<file path="src/shared/flash_protect_params.svh">
// Register addresses, field positions, reset values and timing counts
`ifndef FLASH_PROTECT_PARAMS_SVH
`define FLASH_PROTECT_PARAMS_SVH

// Register byte addresses
`define SEC_CTRL_ADDR 32'h4004_0500
`define FLASH_STAT_ADDR 32'h4004_0520
`define IRQ_STAT_ADDR 32'h4004_0540
`define IRQ_MASK_ADDR 32'h4004_0544

// Field positions
`define RDY_BIT 0
`define PROT_LSB 16
`define PROT_MSB 21
`define SEC_BIT 0

// Reset values
`define SEC_RST 1'h1
`define WORD_ZERO 32'h0000_0000

// Protection layout
`define NUM_BLOCKS 6
`define GROUP0_LAST 3
`define SMALL_MASK 6'h0F
`define FULL_MASK 6'h3F

// Unlock key and window length in clocks
`define UNLOCK_KEY 32'hA74A_9D23
`define UNLOCK_CLKS 5'h10
`define FULL_SEL 4'hF

// Interrupt event bits
`define EV_DONE 0
`define EV_FAIL 1
`define EV_PROT 2
`define EV_KEY 3
`define EV_W 4

`endif

</file>
<file path="src/shared/flash_protect_pkg.sv">
// Types shared by the flash protection and status logic
`include "flash_protect_params.svh"

package flash_protect_pkg;

    // Boot strap modes seen by the protection logic
    typedef enum logic [1:0] {
        MODE_SINGLE_CHIP,
        MODE_SINGLE_BOOT,
        MODE_WRITER,
        MODE_OTHER
    } boot_mode_t;

    // Automatic operation tracking
    typedef enum logic [1:0] {
        OP_READY,
        OP_BUSY,
        OP_FAILED
    } op_state_t;

    typedef logic [`NUM_BLOCKS-1:0] prot_bits_t;
    typedef logic [`EV_W-1:0] event_t;

endpackage

</file>
<file path="src/shared/key_wr_if.sv">
// Bus-side write path into the security key keeper
interface key_wr_if;
    logic wr_stb;         // One-cycle pulse: write taken at security address
    logic wr_full;        // Write used all four byte lanes
    logic [31:0] wr_data; // Write data
    logic sec_en;         // Security enable bit
    logic window_open;    // Unlock window running
    logic key_expired;    // Pulse: window ran out unused

    modport bus (output wr_stb, output wr_full, output wr_data,
                 input sec_en, input window_open, input key_expired);
    modport keeper (input wr_stb, input wr_full, input wr_data,
                    output sec_en, output window_open, output key_expired);
endinterface

</file>
<file path="src/rtl/flash_protect_security_status.sv">
// Flash ready/busy, block protection status and security control
`include "flash_protect_params.svh"

// Overview of operation
// - Ready flag low while busy, high after
// - Failed operation keeps ready flag low
// - Hardware reset returns ready flag to one
// - Status bits 21:16 show block protection
// - Small part: bits 21:20 read zero
// - Security bit0 writable, power-on resets to one
// - Protection commands only in three modes
// - Protection write sets one block only
// - Erase clears blocks 0-3 or 4-5
// - Secure erase wipes every protection bit
// - Security active needs enable and all protected
// - Enable changed only after key, within window
module flash_protect_security_status (
    input wire logic clk_i,
    input wire logic rst_i,
    input wire logic por_i,
    input wire logic wb_cyc_i,
    input wire logic wb_stb_i,
    input wire logic wb_we_i,
    input wire logic [31:0] wb_adr_i,
    input wire logic [31:0] wb_dat_i,
    input wire logic [3:0] wb_sel_i,
    output logic [31:0] wb_dat_o,
    output logic wb_ack_o,
    input wire logic op_start_i,
    input wire logic op_done_i,
    input wire logic op_fail_i,
    input flash_protect_pkg::boot_mode_t boot_mode_i,
    input wire logic small_part_i,
    input flash_protect_pkg::prot_bits_t prot_init_i,
    input wire logic prot_write_i,
    input wire logic [2:0] prot_block_i,
    input wire logic prot_erase_i,
    input wire logic prot_group_i,
    output logic ready_busy_o,
    output flash_protect_pkg::prot_bits_t block_protect_o,
    output logic secure_active_o,
    output logic irq_o
);
    import flash_protect_pkg::*;

    ////////////////////////////////////////////////////////////////////
    // Declarations

    // Bus slave
    logic ack_ff;          // Registered acknowledge
    logic [31:0] dat_ff;   // Registered read data
    logic [31:0] nxt_dat;  // Read mux output
    logic req;             // Request present
    logic take;            // Edge at which the master sees ack
    logic wr_take;         // Write takes effect here
    logic rd_take;         // Read completes here
    logic hit_sec;         // Address decodes
    logic hit_stat;
    logic hit_irq_stat;
    logic hit_irq_mask;

    // Automatic operation tracking
    op_state_t op_state_ff;
    op_state_t nxt_op_state;
    logic ready;

    // Protection command gating
    logic mode_ok;
    logic wr_ok;
    logic erase_ok;
    prot_bits_t valid_mask;

    // Interrupts
    event_t status_ff;     // Sticky event bits
    event_t mask_ff;       // Enable per event
    event_t ev;            // Events this cycle
    event_t clr;           // Bits reported by the read being completed
    logic irq_ff;

    // Bundle shared with the key keeper
    key_wr_if kif ();

    ////////////////////////////////////////////////////////////////////
    // Wishbone slave: ack one cycle after the request shows up
    // Every address is answered, mapped or not, so a stray access
    // cannot hang the master; holes read zero.

    assign req = wb_cyc_i && wb_stb_i;
    assign take = req && ack_ff;
    assign wr_take = take && wb_we_i;
    assign rd_take = take && !wb_we_i;

    // Full compare: no alias can reach the key keeper
    assign hit_sec = (wb_adr_i == `SEC_CTRL_ADDR);
    assign hit_stat = (wb_adr_i == `FLASH_STAT_ADDR);
    assign hit_irq_stat = (wb_adr_i == `IRQ_STAT_ADDR);
    assign hit_irq_mask = (wb_adr_i == `IRQ_MASK_ADDR);

    // Ack drops the cycle after it is given, even if the master lingers
    always_ff @(posedge clk_i) begin
        if (rst_i) begin
            ack_ff <= 1'h0;
        end else begin
            ack_ff <= req && !ack_ff;
        end
    end

    // Read mux; unmapped addresses and reserved bits read zero
    always_comb begin
        nxt_dat = `WORD_ZERO;
        if (hit_sec) begin
            nxt_dat[`SEC_BIT] = kif.sec_en;
        end else if (hit_stat) begin
            nxt_dat[`PROT_MSB:`PROT_LSB] = block_protect_o;
            nxt_dat[`RDY_BIT] = ready;
        end else if (hit_irq_stat) begin
            nxt_dat[`EV_W-1:0] = status_ff;
        end else if (hit_irq_mask) begin
            nxt_dat[`EV_W-1:0] = mask_ff;
        end
    end

    // Read data captured as ack rises and held until the next read
    always_ff @(posedge clk_i) begin
        if (rst_i) begin
            dat_ff <= `WORD_ZERO;
        end else if (req && !ack_ff && !wb_we_i) begin
            dat_ff <= nxt_dat;
        end
    end

    // Bus outputs come straight from flops
    assign wb_ack_o = ack_ff;
    assign wb_dat_o = dat_ff;

    ////////////////////////////////////////////////////////////////////
    // Security key keeper; every write to its address reaches it, only full-word writes count

    // Byte-lane writes still pass; the keeper ignores them
    assign kif.wr_stb = wr_take && hit_sec;
    assign kif.wr_full = (wb_sel_i == `FULL_SEL);
    assign kif.wr_data = wb_dat_i;

    sec_key_unlock i_sec_key_unlock (
        .clk_i(clk_i),
        .rst_i(rst_i),
        .por_i(por_i),
        .kif(kif.keeper)
    );

    ////////////////////////////////////////////////////////////////////
    // Automatic operation: the sequencer reports start, done and fail.
    // No check of misuse while busy; the sequencer owner must wait.
    // A failure is sticky on purpose: the array is no longer trusted,
    // so software must reset before the next command.

    always_comb begin
        nxt_op_state = op_state_ff;
        unique case (op_state_ff)
            OP_READY: begin
                if (op_start_i) begin
                    nxt_op_state = OP_BUSY;
                end
            end
            OP_BUSY: begin
                if (op_fail_i) begin
                    nxt_op_state = OP_FAILED;
                end else if (op_done_i) begin
                    nxt_op_state = OP_READY;
                end
            end
            OP_FAILED: begin
                // Stuck until hardware reset
                nxt_op_state = OP_FAILED;
            end
            default: begin
                nxt_op_state = OP_READY;
            end
        endcase
    end

    // Hardware reset is the only way out of a failure
    always_ff @(posedge clk_i) begin
        if (rst_i) begin
            op_state_ff <= OP_READY;
        end else begin
            op_state_ff <= nxt_op_state;
        end
    end

    // Ready is decoded from the state, never stored twice
    assign ready = (op_state_ff == OP_READY);
    assign ready_busy_o = ready;

    ////////////////////////////////////////////////////////////////////
    // Protection commands from the sequencer; the bus cannot reach them
    // Commands are one-cycle pulses; a held pulse repeats the action

    assign mode_ok = (boot_mode_i != MODE_OTHER);
    // Secure part refuses writes; an erase then wipes all blocks
    assign wr_ok = prot_write_i && mode_ok && !secure_active_o;
    assign erase_ok = prot_erase_i && mode_ok;

    // Image flops keep their value across hardware reset
    prot_bit_store i_prot_bit_store (
        .clk_i(clk_i),
        .por_i(por_i),
        .init_i(prot_init_i),
        .write_i(wr_ok),
        .block_i(prot_block_i),
        .erase_i(erase_ok),
        .group_i(prot_group_i),
        .erase_all_i(secure_active_o),
        .small_part_i(small_part_i),
        .bits_o(block_protect_o)
    );

    // Missing blocks of the small part count as protected here
    assign valid_mask = small_part_i ? `SMALL_MASK : `FULL_MASK;
    assign secure_active_o = kif.sec_en && (&(block_protect_o | ~valid_mask));

    ////////////////////////////////////////////////////////////////////
    // Interrupts: sticky events, cleared by reading the status word
    // Bit 0 done, 1 fail, 2 protection command, 3 unused unlock

    always_comb begin
        ev = '0;
        ev[`EV_DONE] = (op_state_ff == OP_BUSY) && op_done_i && !op_fail_i;
        ev[`EV_FAIL] = (op_state_ff == OP_BUSY) && op_fail_i;
        ev[`EV_PROT] = wr_ok || erase_ok;
        ev[`EV_KEY] = kif.key_expired;
    end

    // Clear only what the read returned, so a late event is not lost
    assign clr = (rd_take && hit_irq_stat) ? dat_ff[`EV_W-1:0] : '0;

    // Reads of other registers leave the bits alone
    // Set wins over clear in the same cycle
    always_ff @(posedge clk_i) begin
        if (rst_i) begin
            status_ff <= '0;
        end else begin
            status_ff <= (status_ff & ~clr) | ev;
        end
    end

    // Mask lives in byte lane 0; writes to the status word are dropped
    always_ff @(posedge clk_i) begin
        if (rst_i) begin
            mask_ff <= '0;
        end else if (wr_take && hit_irq_mask && wb_sel_i[0]) begin
            mask_ff <= wb_dat_i[`EV_W-1:0];
        end
    end

    // Registered level; lags the status bit by one clock
    always_ff @(posedge clk_i) begin
        if (rst_i) begin
            irq_ff <= 1'h0;
        end else begin
            irq_ff <= |(status_ff & mask_ff);
        end
    end

    // Level output; the core's controller samples it as a level
    assign irq_o = irq_ff;
endmodule // flash_protect_security_status

</file>
<file path="src/rtl/sec_key_unlock.sv">
// Security enable bit guarded by a key write and a short unlock window
`include "flash_protect_params.svh"

module sec_key_unlock (
    input wire logic clk_i,
    input wire logic rst_i,
    input wire logic por_i,
    key_wr_if.keeper kif
);
    import flash_protect_pkg::*;

    logic [4:0] window_ff; // Clocks left in the unlock window
    logic sec_ff;          // Security enable, kept across hardware reset
    logic expired_ff;      // Window expiry pulse
    logic is_key;
    logic open_w;
    logic accept;

    assign is_key = kif.wr_full && (kif.wr_data == `UNLOCK_KEY);
    assign open_w = (window_ff != 5'h00);
    // Only a full-word write inside the window may change the bit
    assign accept = kif.wr_stb && kif.wr_full && open_w;

    ////////////////////////////////////////////////////////////////////
    // Unlock window: loaded by the key, closed by use or by timeout
    always_ff @(posedge clk_i) begin
        if (rst_i || por_i) begin
            window_ff <= 5'h00;
        end else if (accept) begin
            window_ff <= 5'h00;
        end else if (kif.wr_stb && is_key && !open_w) begin
            window_ff <= `UNLOCK_CLKS;
        end else if (open_w) begin
            window_ff <= window_ff - 5'h01;
        end
    end

    // Only power-on reset touches this bit; reserved bits are not stored
    always_ff @(posedge clk_i) begin
        if (por_i) begin
            sec_ff <= `SEC_RST;
        end else if (accept) begin
            sec_ff <= kif.wr_data[`SEC_BIT];
        end
    end

    // Expiry pulse so software learns a key went unused
    always_ff @(posedge clk_i) begin
        if (rst_i || por_i) begin
            expired_ff <= 1'h0;
        end else begin
            expired_ff <= (window_ff == 5'h01) && !accept;
        end
    end

    assign kif.sec_en = sec_ff;
    assign kif.window_open = open_w;
    assign kif.key_expired = expired_ff;
endmodule // sec_key_unlock

</file>
<file path="src/rtl/prot_bit_store.sv">
// Nonvolatile image of the per-block protection bits
`include "flash_protect_params.svh"

module prot_bit_store (
    input wire logic clk_i,
    input wire logic por_i,
    input flash_protect_pkg::prot_bits_t init_i,
    input wire logic write_i,
    input wire logic [2:0] block_i,
    input wire logic erase_i,
    input wire logic group_i,
    input wire logic erase_all_i,
    input wire logic small_part_i,
    output flash_protect_pkg::prot_bits_t bits_o
);
    import flash_protect_pkg::*;

    prot_bits_t bit_ff; // Stored bits, survive hardware reset

    ////////////////////////////////////////////////////////////////////
    // One flop per block; write wins over erase in the same cycle
    for (genvar i = 0; i < `NUM_BLOCKS; i++) begin : g_blk
        always_ff @(posedge clk_i) begin
            if (por_i) begin
                bit_ff[i] <= init_i[i];
            end else if (write_i && (block_i == 3'(i))) begin
                bit_ff[i] <= 1'h1;
            end else if (erase_i && (erase_all_i || (group_i == (i > `GROUP0_LAST)))) begin
                bit_ff[i] <= 1'h0;
            end
        end
    end

    // Small part has no blocks 4 and 5; their bits read as zero
    assign bits_o = small_part_i ? (bit_ff & `SMALL_MASK) : bit_ff;
endmodule // prot_bit_store

</file>
<file path="config.mk">
export PLATFORM = sky130hd
export DESIGN_NAME = flash_protect_security_status
export DESIGN_NICKNAME = d
export VERILOG_FILES = /design/src/shared/flash_protect_pkg.sv /design/src/shared/key_wr_if.sv /design/src/rtl/flash_protect_security_status.sv /design/src/rtl/sec_key_unlock.sv /design/src/rtl/prot_bit_store.sv
export VERILOG_INCLUDE_DIRS = /design/src /design/src/shared
export SDC_FILE = /design/constraint.sdc
export NUM_CORES = 1
export LEC_CHECK = 0
export ABC_AREA = 1
export BUFFER_PORTS_ARGS = -buffer_cell sky130_fd_sc_hd__buf_2
export CAP_MARGIN = 20
export CELL_PAD_IN_SITES_DETAIL_PLACEMENT = 0
export CELL_PAD_IN_SITES_GLOBAL_PLACEMENT = 1
export CORE_ASPECT_RATIO = 1.2
export CORE_MARGIN = 5
export CORE_UTILIZATION = 32
export DETAILED_ROUTE_END_ITERATION = 16
export PLACE_DENSITY_LB_ADDON = 0.3
export SLEW_MARGIN = 40
export SYNTH_ARGS = -nofsm -noshare
export SYNTH_HDL_FRONTEND = slang
export SYNTH_SLANG_ARGS = --single-unit
</file>
<file path="constraint.sdc">
create_clock -name clk_i -period 2.5 [get_ports clk_i]
set_input_delay 0.125 -clock clk_i [delete_from_list [all_inputs] [get_ports clk_i]]
set_output_delay 0.125 -clock clk_i [all_outputs]
set_load 0.005 [all_outputs]
</file>
# After elaboration in Yosys (flattened, before gate mapping)
# Cells that the tools add are included.
# op_classes
n_reduce_logical,56
eq_ne,17
bitwise,7
muxes,31
add_sub_neg,1
# ops
op,count
== test 32 x 31 -> 1 bit (second input constant),4
== test 32 bit (second input constant),1
logical AND 1 bit,31
2-to-1 mux 6 bit,4
nonzero test 3 bit,6
2-to-1 mux 1 bit,16
2-to-1 mux 4 bit,3
2-to-1 mux 5 bit,2
AND 4 bit,2
== test 3 x 2 -> 1 bit (second input constant),2
== test 3 bit (second input constant),2
zero test 1 bit,6
2-to-1 mux 2 bit,3
2-to-1 mux 3 bit,2
inverter 6 bit,1
bitwise OR 6 bit,1
one-hot mux 2 bit (3 select lines),1
AND reduction 6 bit,1
== test 5 x 1 -> 1 bit (second input constant),1
nonzero test 5 bit,1
subtractor 5 x 1 -> 5 bit (second input constant),1
== test 4 bit (second input constant),1
logical OR 1 bit,4
inequality test 2 bit (second input constant),2
14 further kinds,14
# totals
regBits,35
in_bits,92
elab_cells,128
output_inout_bits,42

# Depth between registers and ports, before layout
# depth
word_depth,10
ltp_mapped,10

# By module
# Synthesis repeated with hierarchy kept, for this count alone.
# hier_totals
hier_cells,395
area_unflattened_um2,2526.2
# modules_own_cells
module,n_inst,cells_each,seq_area_each_um2,area_each_um2
flash_protect_security_status,1,235,440.4,1506.4
sec_key_unlock,1,99,140.1,586.8
prot_bit_store,1,61,180.2,432.9

# Worst setup path after synthesis
# No wires, ideal clock.
# synth_path
path_kind,reg-to-reg
start,reg i_prot_bit_store.bit_ff[2]
end,"reg i_prot_bit_store.bit_ff[2], enable pin"
stages_incl_launch_ff,7
t_arrival_ns,1.118
setup_slack_ns,1.090
setup_time_ns,0.292
path_buffers,0
cell_sequence,edfxtp_1 > and3_1 > nand4_1 > nand3_1 > nor2_1 > nand3_1 > nand2_1
# synth_via
elab_chain_len,8
elab_cells_between_ends,10
# synth_lines
item,line_no,rtl
start: declaration,prot_bit_store.sv:18,prot_bits_t bit_ff;
start signal: indexed assignment,prot_bit_store.sv:25,bit_ff[i] <= init_i[i];
2-to-1 mux 6 bit *,prot_bit_store.sv:35,assign bits_o = small_part_i ? (bit_ff & `SMALL_MASK) : bit_ff;
bitwise OR 6 bit *,flash_protect_security_status.sv:220,assign secure_active_o = kif.sec_en && (&(block_protect_o | ~valid_mask));
AND reduction 6 bit *,flash_protect_security_status.sv:220,
logical AND 1 bit *,flash_protect_security_status.sv:220,
zero test 1 bit,flash_protect_security_status.sv:201,assign wr_ok = prot_write_i && mode_ok && !secure_active_o;
logical AND 1 bit,flash_protect_security_status.sv:201,
logical AND 1 bit,prot_bit_store.sv:26,end else if (write_i && (block_i == 3'(i))) begin
nonzero test 3 bit (no line) *,-,
# Mark *: on every way between the ends. The rest lies on a longest branch, timed or not.
# A chain may end at the register's enable or synchronous reset.

# Worst setup path in the final report
# layout_path
start,reg i_prot_bit_store.bit_ff[2]
end,"reg i_prot_bit_store.bit_ff[3], enable pin"
# Same word-level chain as after synthesis.

==> summary.md <==
| Metric | Value |
|---|---|
| Status | `completed` |
| Clock Latency Late Sink | `0.28 ns` |
| CTS buffer count | `5` |
| Most common cell after layout, fill and taps aside | `buf_2` |
| Avg Inst Size Synth | `7.00 um2` |
| EDFF count, synth | `6` |
| Starting Density | `0.329` |
| Post-Synth Simple-Gate Area | `0.400` |
| Reg2Reg Capture Point | `i_prot_bit_store.bit_ff[3]` |
| Setup violations, final | `0` |
| Hold Crit Start | `op_start_i` |
| Final Slew Violations | `0` |
| First-pass GRT wire length | `9940 um` |
| Crit path DAT | `1.56 ns` |
| CTS Hold Buffers Added | `0` |
| Fin util | `0.416` |
| Drt drc | `0` |
| Most frequent cells in the layout | `111 x buf_2, 69 x nand2_1, 46 x inv_1` |
| VDD IR-drop max | `0.290 mV` |
| Hold endpoint | `op_state_ff[0]` |
| Crit-path max FO | `4` |
| Cell area after synthesis | `2380 um2` |
| Nets | `544` |
| CTS tree | `yes` |
| WP data required | `2.51 ns` |
| XOR/XNOR Fraction of Synth Area | `0.00736` |
| DRT iter0 DRCs | `89` |
| DRT antenna net count | `0` |
| Hold path depth | `3` |
| Number of vias per cell | `4.39` |
| CTS H-tree lvls | `2` |
| Share of cells above drive strength 1 | `0.366` |
| Worst setup SP type | `register` |
| Final setup TNS | `0 ns` |
| Antenna violations before repair | `0` |
| Seq cells post-synth | `35` |
| Mapped Cells | `340` |
| Post-synthesis mux area share | `0` |
| Clock skew | `0.00791 ns` |
| Unrepaired setup endpoints after global routing | `no` |
| Fin cells | `541` |
| WL final | `6210 um` |
| Post_cts resized | `0` |
| Port buffer count | `111` |
| CTS Buffer Depth | `2` |
| Setup repair bufs after CTS | `0` |
| Yosys warning count | `0` |
| Die width | `88.7 um` |
| IO Count | `134` |
| RR Startpoint | `i_prot_bit_store.bit_ff[2]` |
| Vias in the first global route | `2265` |
| Clock transition at path regs | `0.07 ns` |
| Max_cap viols | `0` |
| Routed len/inst | `11.5 um` |
| Reg2reg path depth | `6` |
| Final hold vios | `0` |
| Min cycle time layout | `1.55 ns` |
| Dominant synthesized flop cell | `dfxtp_1` |
| Die footprint | `9260 um2` |
| Fin crit share | `0.619` |
| Placeable core area | `7230 um2` |
| Total global-route track usage | `0.132` |
| # diodes | `0` |
| Crit path capture type | `register` |
| Seq/Total Area, Yosys | `0.320` |
| Synth Area in Compound Gates | `0.0863` |
| F_max | `647 MHz` |
| Pwr Density | `505 nW/um2` |
| Setup CP Type | `reg -> reg` |
| CTS Sinks | `35` |
| FFs w/ async S/R, synth | `0` |
| Main combinational cell family by area after synthesis | `simple AND/OR/NAND/NOR gates` |
| Hold WC Path Type | `in -> reg` |
| Area grow syn2layout | `26.6%` |
| Total congestion overflow | `0` |
| GP Congestion | `0.764` |
| Yosys cell types | `40` |
| Via count | `2376` |
| Num rows | `34` |
| Largest net degree at the start of global routing | `24` |
| FF-to-FF setup slack | `0.95 ns` |
| Leakage | `0.00153 uW` |
| Placed cells | `533` |
| CTS root buf | `clkbuf_8` |
| DP HPWL | `5300 um` |
| DRT Pass-1 Iters | `4` |
| Die Y | `104 um` |
| Adder-Cell Fraction of Synth Area | `0.0105` |
where the power goes:
group | switching [uW] | internal (uW) | total, uW
registers | 36.5 | 619 | 656
clock network | 204 | 191 | 395
logic | 261 | 210 | 472
worst max-delay path by stage:
stage	from	to	cells after the start
global placement	i_prot_bit_store.bit_ff[2]	i_prot_bit_store.bit_ff[2]	6
floorplan	i_prot_bit_store.bit_ff[2]	i_prot_bit_store.bit_ff[2]	6
global route	i_prot_bit_store.bit_ff[0]	i_prot_bit_store.bit_ff[3]	6
finish	i_prot_bit_store.bit_ff[2]	i_prot_bit_store.bit_ff[3]	6
CTS	i_prot_bit_store.bit_ff[0]	i_prot_bit_store.bit_ff[3]	6
detailed placement	i_prot_bit_store.bit_ff[0]	i_prot_bit_store.bit_ff[3]	6
synthesized netlist by cell type, types with 2 or more instances:
library cell  instances  area, um2
nand3_1              19       95.1
nand2_1              69        259
nor2_2               10       62.6
xor2_1                2       17.5
o21ai_0               4       20.0
nor2_1               37        139
o21ai_1               2       10.0
edfxtp_1              6        180
o22ai_1               4       25.0
clkbuf_1              3       11.3
nor3_1                8       40.0
ha_1                  2       25.0
and3_1                2       12.5
a21oi_1              17       85.1
nor4_1                4       25.0
buf_4                26        195
nand3_2               2       20.0
dfxtp_1              29        581
inv_1                46        173
nor2_4                6       67.6
a211oi_1              3       22.5
inv_2                 8       30.0
nor3_4                3       48.8
nand4_1               5       31.3
nand4_2               2       25.0
nand2_2               7       43.8
critical path: stages (launching register included):
cell and delay, ns:
edfxtp_1 0.41, and3_1 0.20, nand4_1 0.10, nand3_1 0.13, nor2_1 0.21, nand3_1 0.12
nand2_1 0.09
flip-flops by register name, indices dropped and copies added (netlist names):
| signal | count |
|---|---|
| i_prot_bit_store.bit_ff | 6 |
| wb_dat_o | 10 |
| i_sec_key_unlock.window_ff | 5 |
| mask_ff | 4 |
| i_sec_key_unlock.kif.sec_en | 1 |
| wb_ack_o | 1 |
| irq_o | 1 |
| i_sec_key_unlock.kif.key_expired | 1 |
| status_ff | 4 |
| op_state_ff | 2 |
cell type report:
cell class / count / area [um2]
clock buffers: 5 / 68.8
fillers: 801 / 4220
inverters: 54 / 203
repair buffers: 112 / 563
clock inverters: 3 / 15.0
well taps: 90 / 113
flip-flops and latches: 35 / 761
multi-input cells: 242 / 1290
cells by family after synthesis:
kind of cell,count (synthesis)
AND/OR/NAND/NOR,181
buffers and inverters,84
AO/OA/AOI/OAI,35
flip-flops,35
XOR/XNOR,2
adder cells (fa/ha/maj),2
other,1
per-layer routing:
layer / track usage / up-vias / routed length [um]
met5: 0 / - / 0
met4: 0.0324 / 0 / 55
met3: 0.0206 / 6 / 429
met2: 0.253 / 68 / 3420
met1: 0.146 / 1047 / 2300
li1: - / 1255 / -
metrics by stage:
stage | total power (uW) | setup slack, ns | hold slack (ns) | area (um2)
after floorplan | 1030 | 1.09 | 0.198 | 2460
after global placement | 1140 | 0.986 | 0.392 | 2930
after detailed placement | 1150 | 0.939 | 0.393 | 2930
after CTS | 1540 | 0.928 | 0.0879 | 3010
after global routing | 1640 | 0.786 | 0.108 | 3010
final | 1520 | 0.953 | 0.0923 | 3010
No activity file was read; power rests on OpenSTA's default activity.
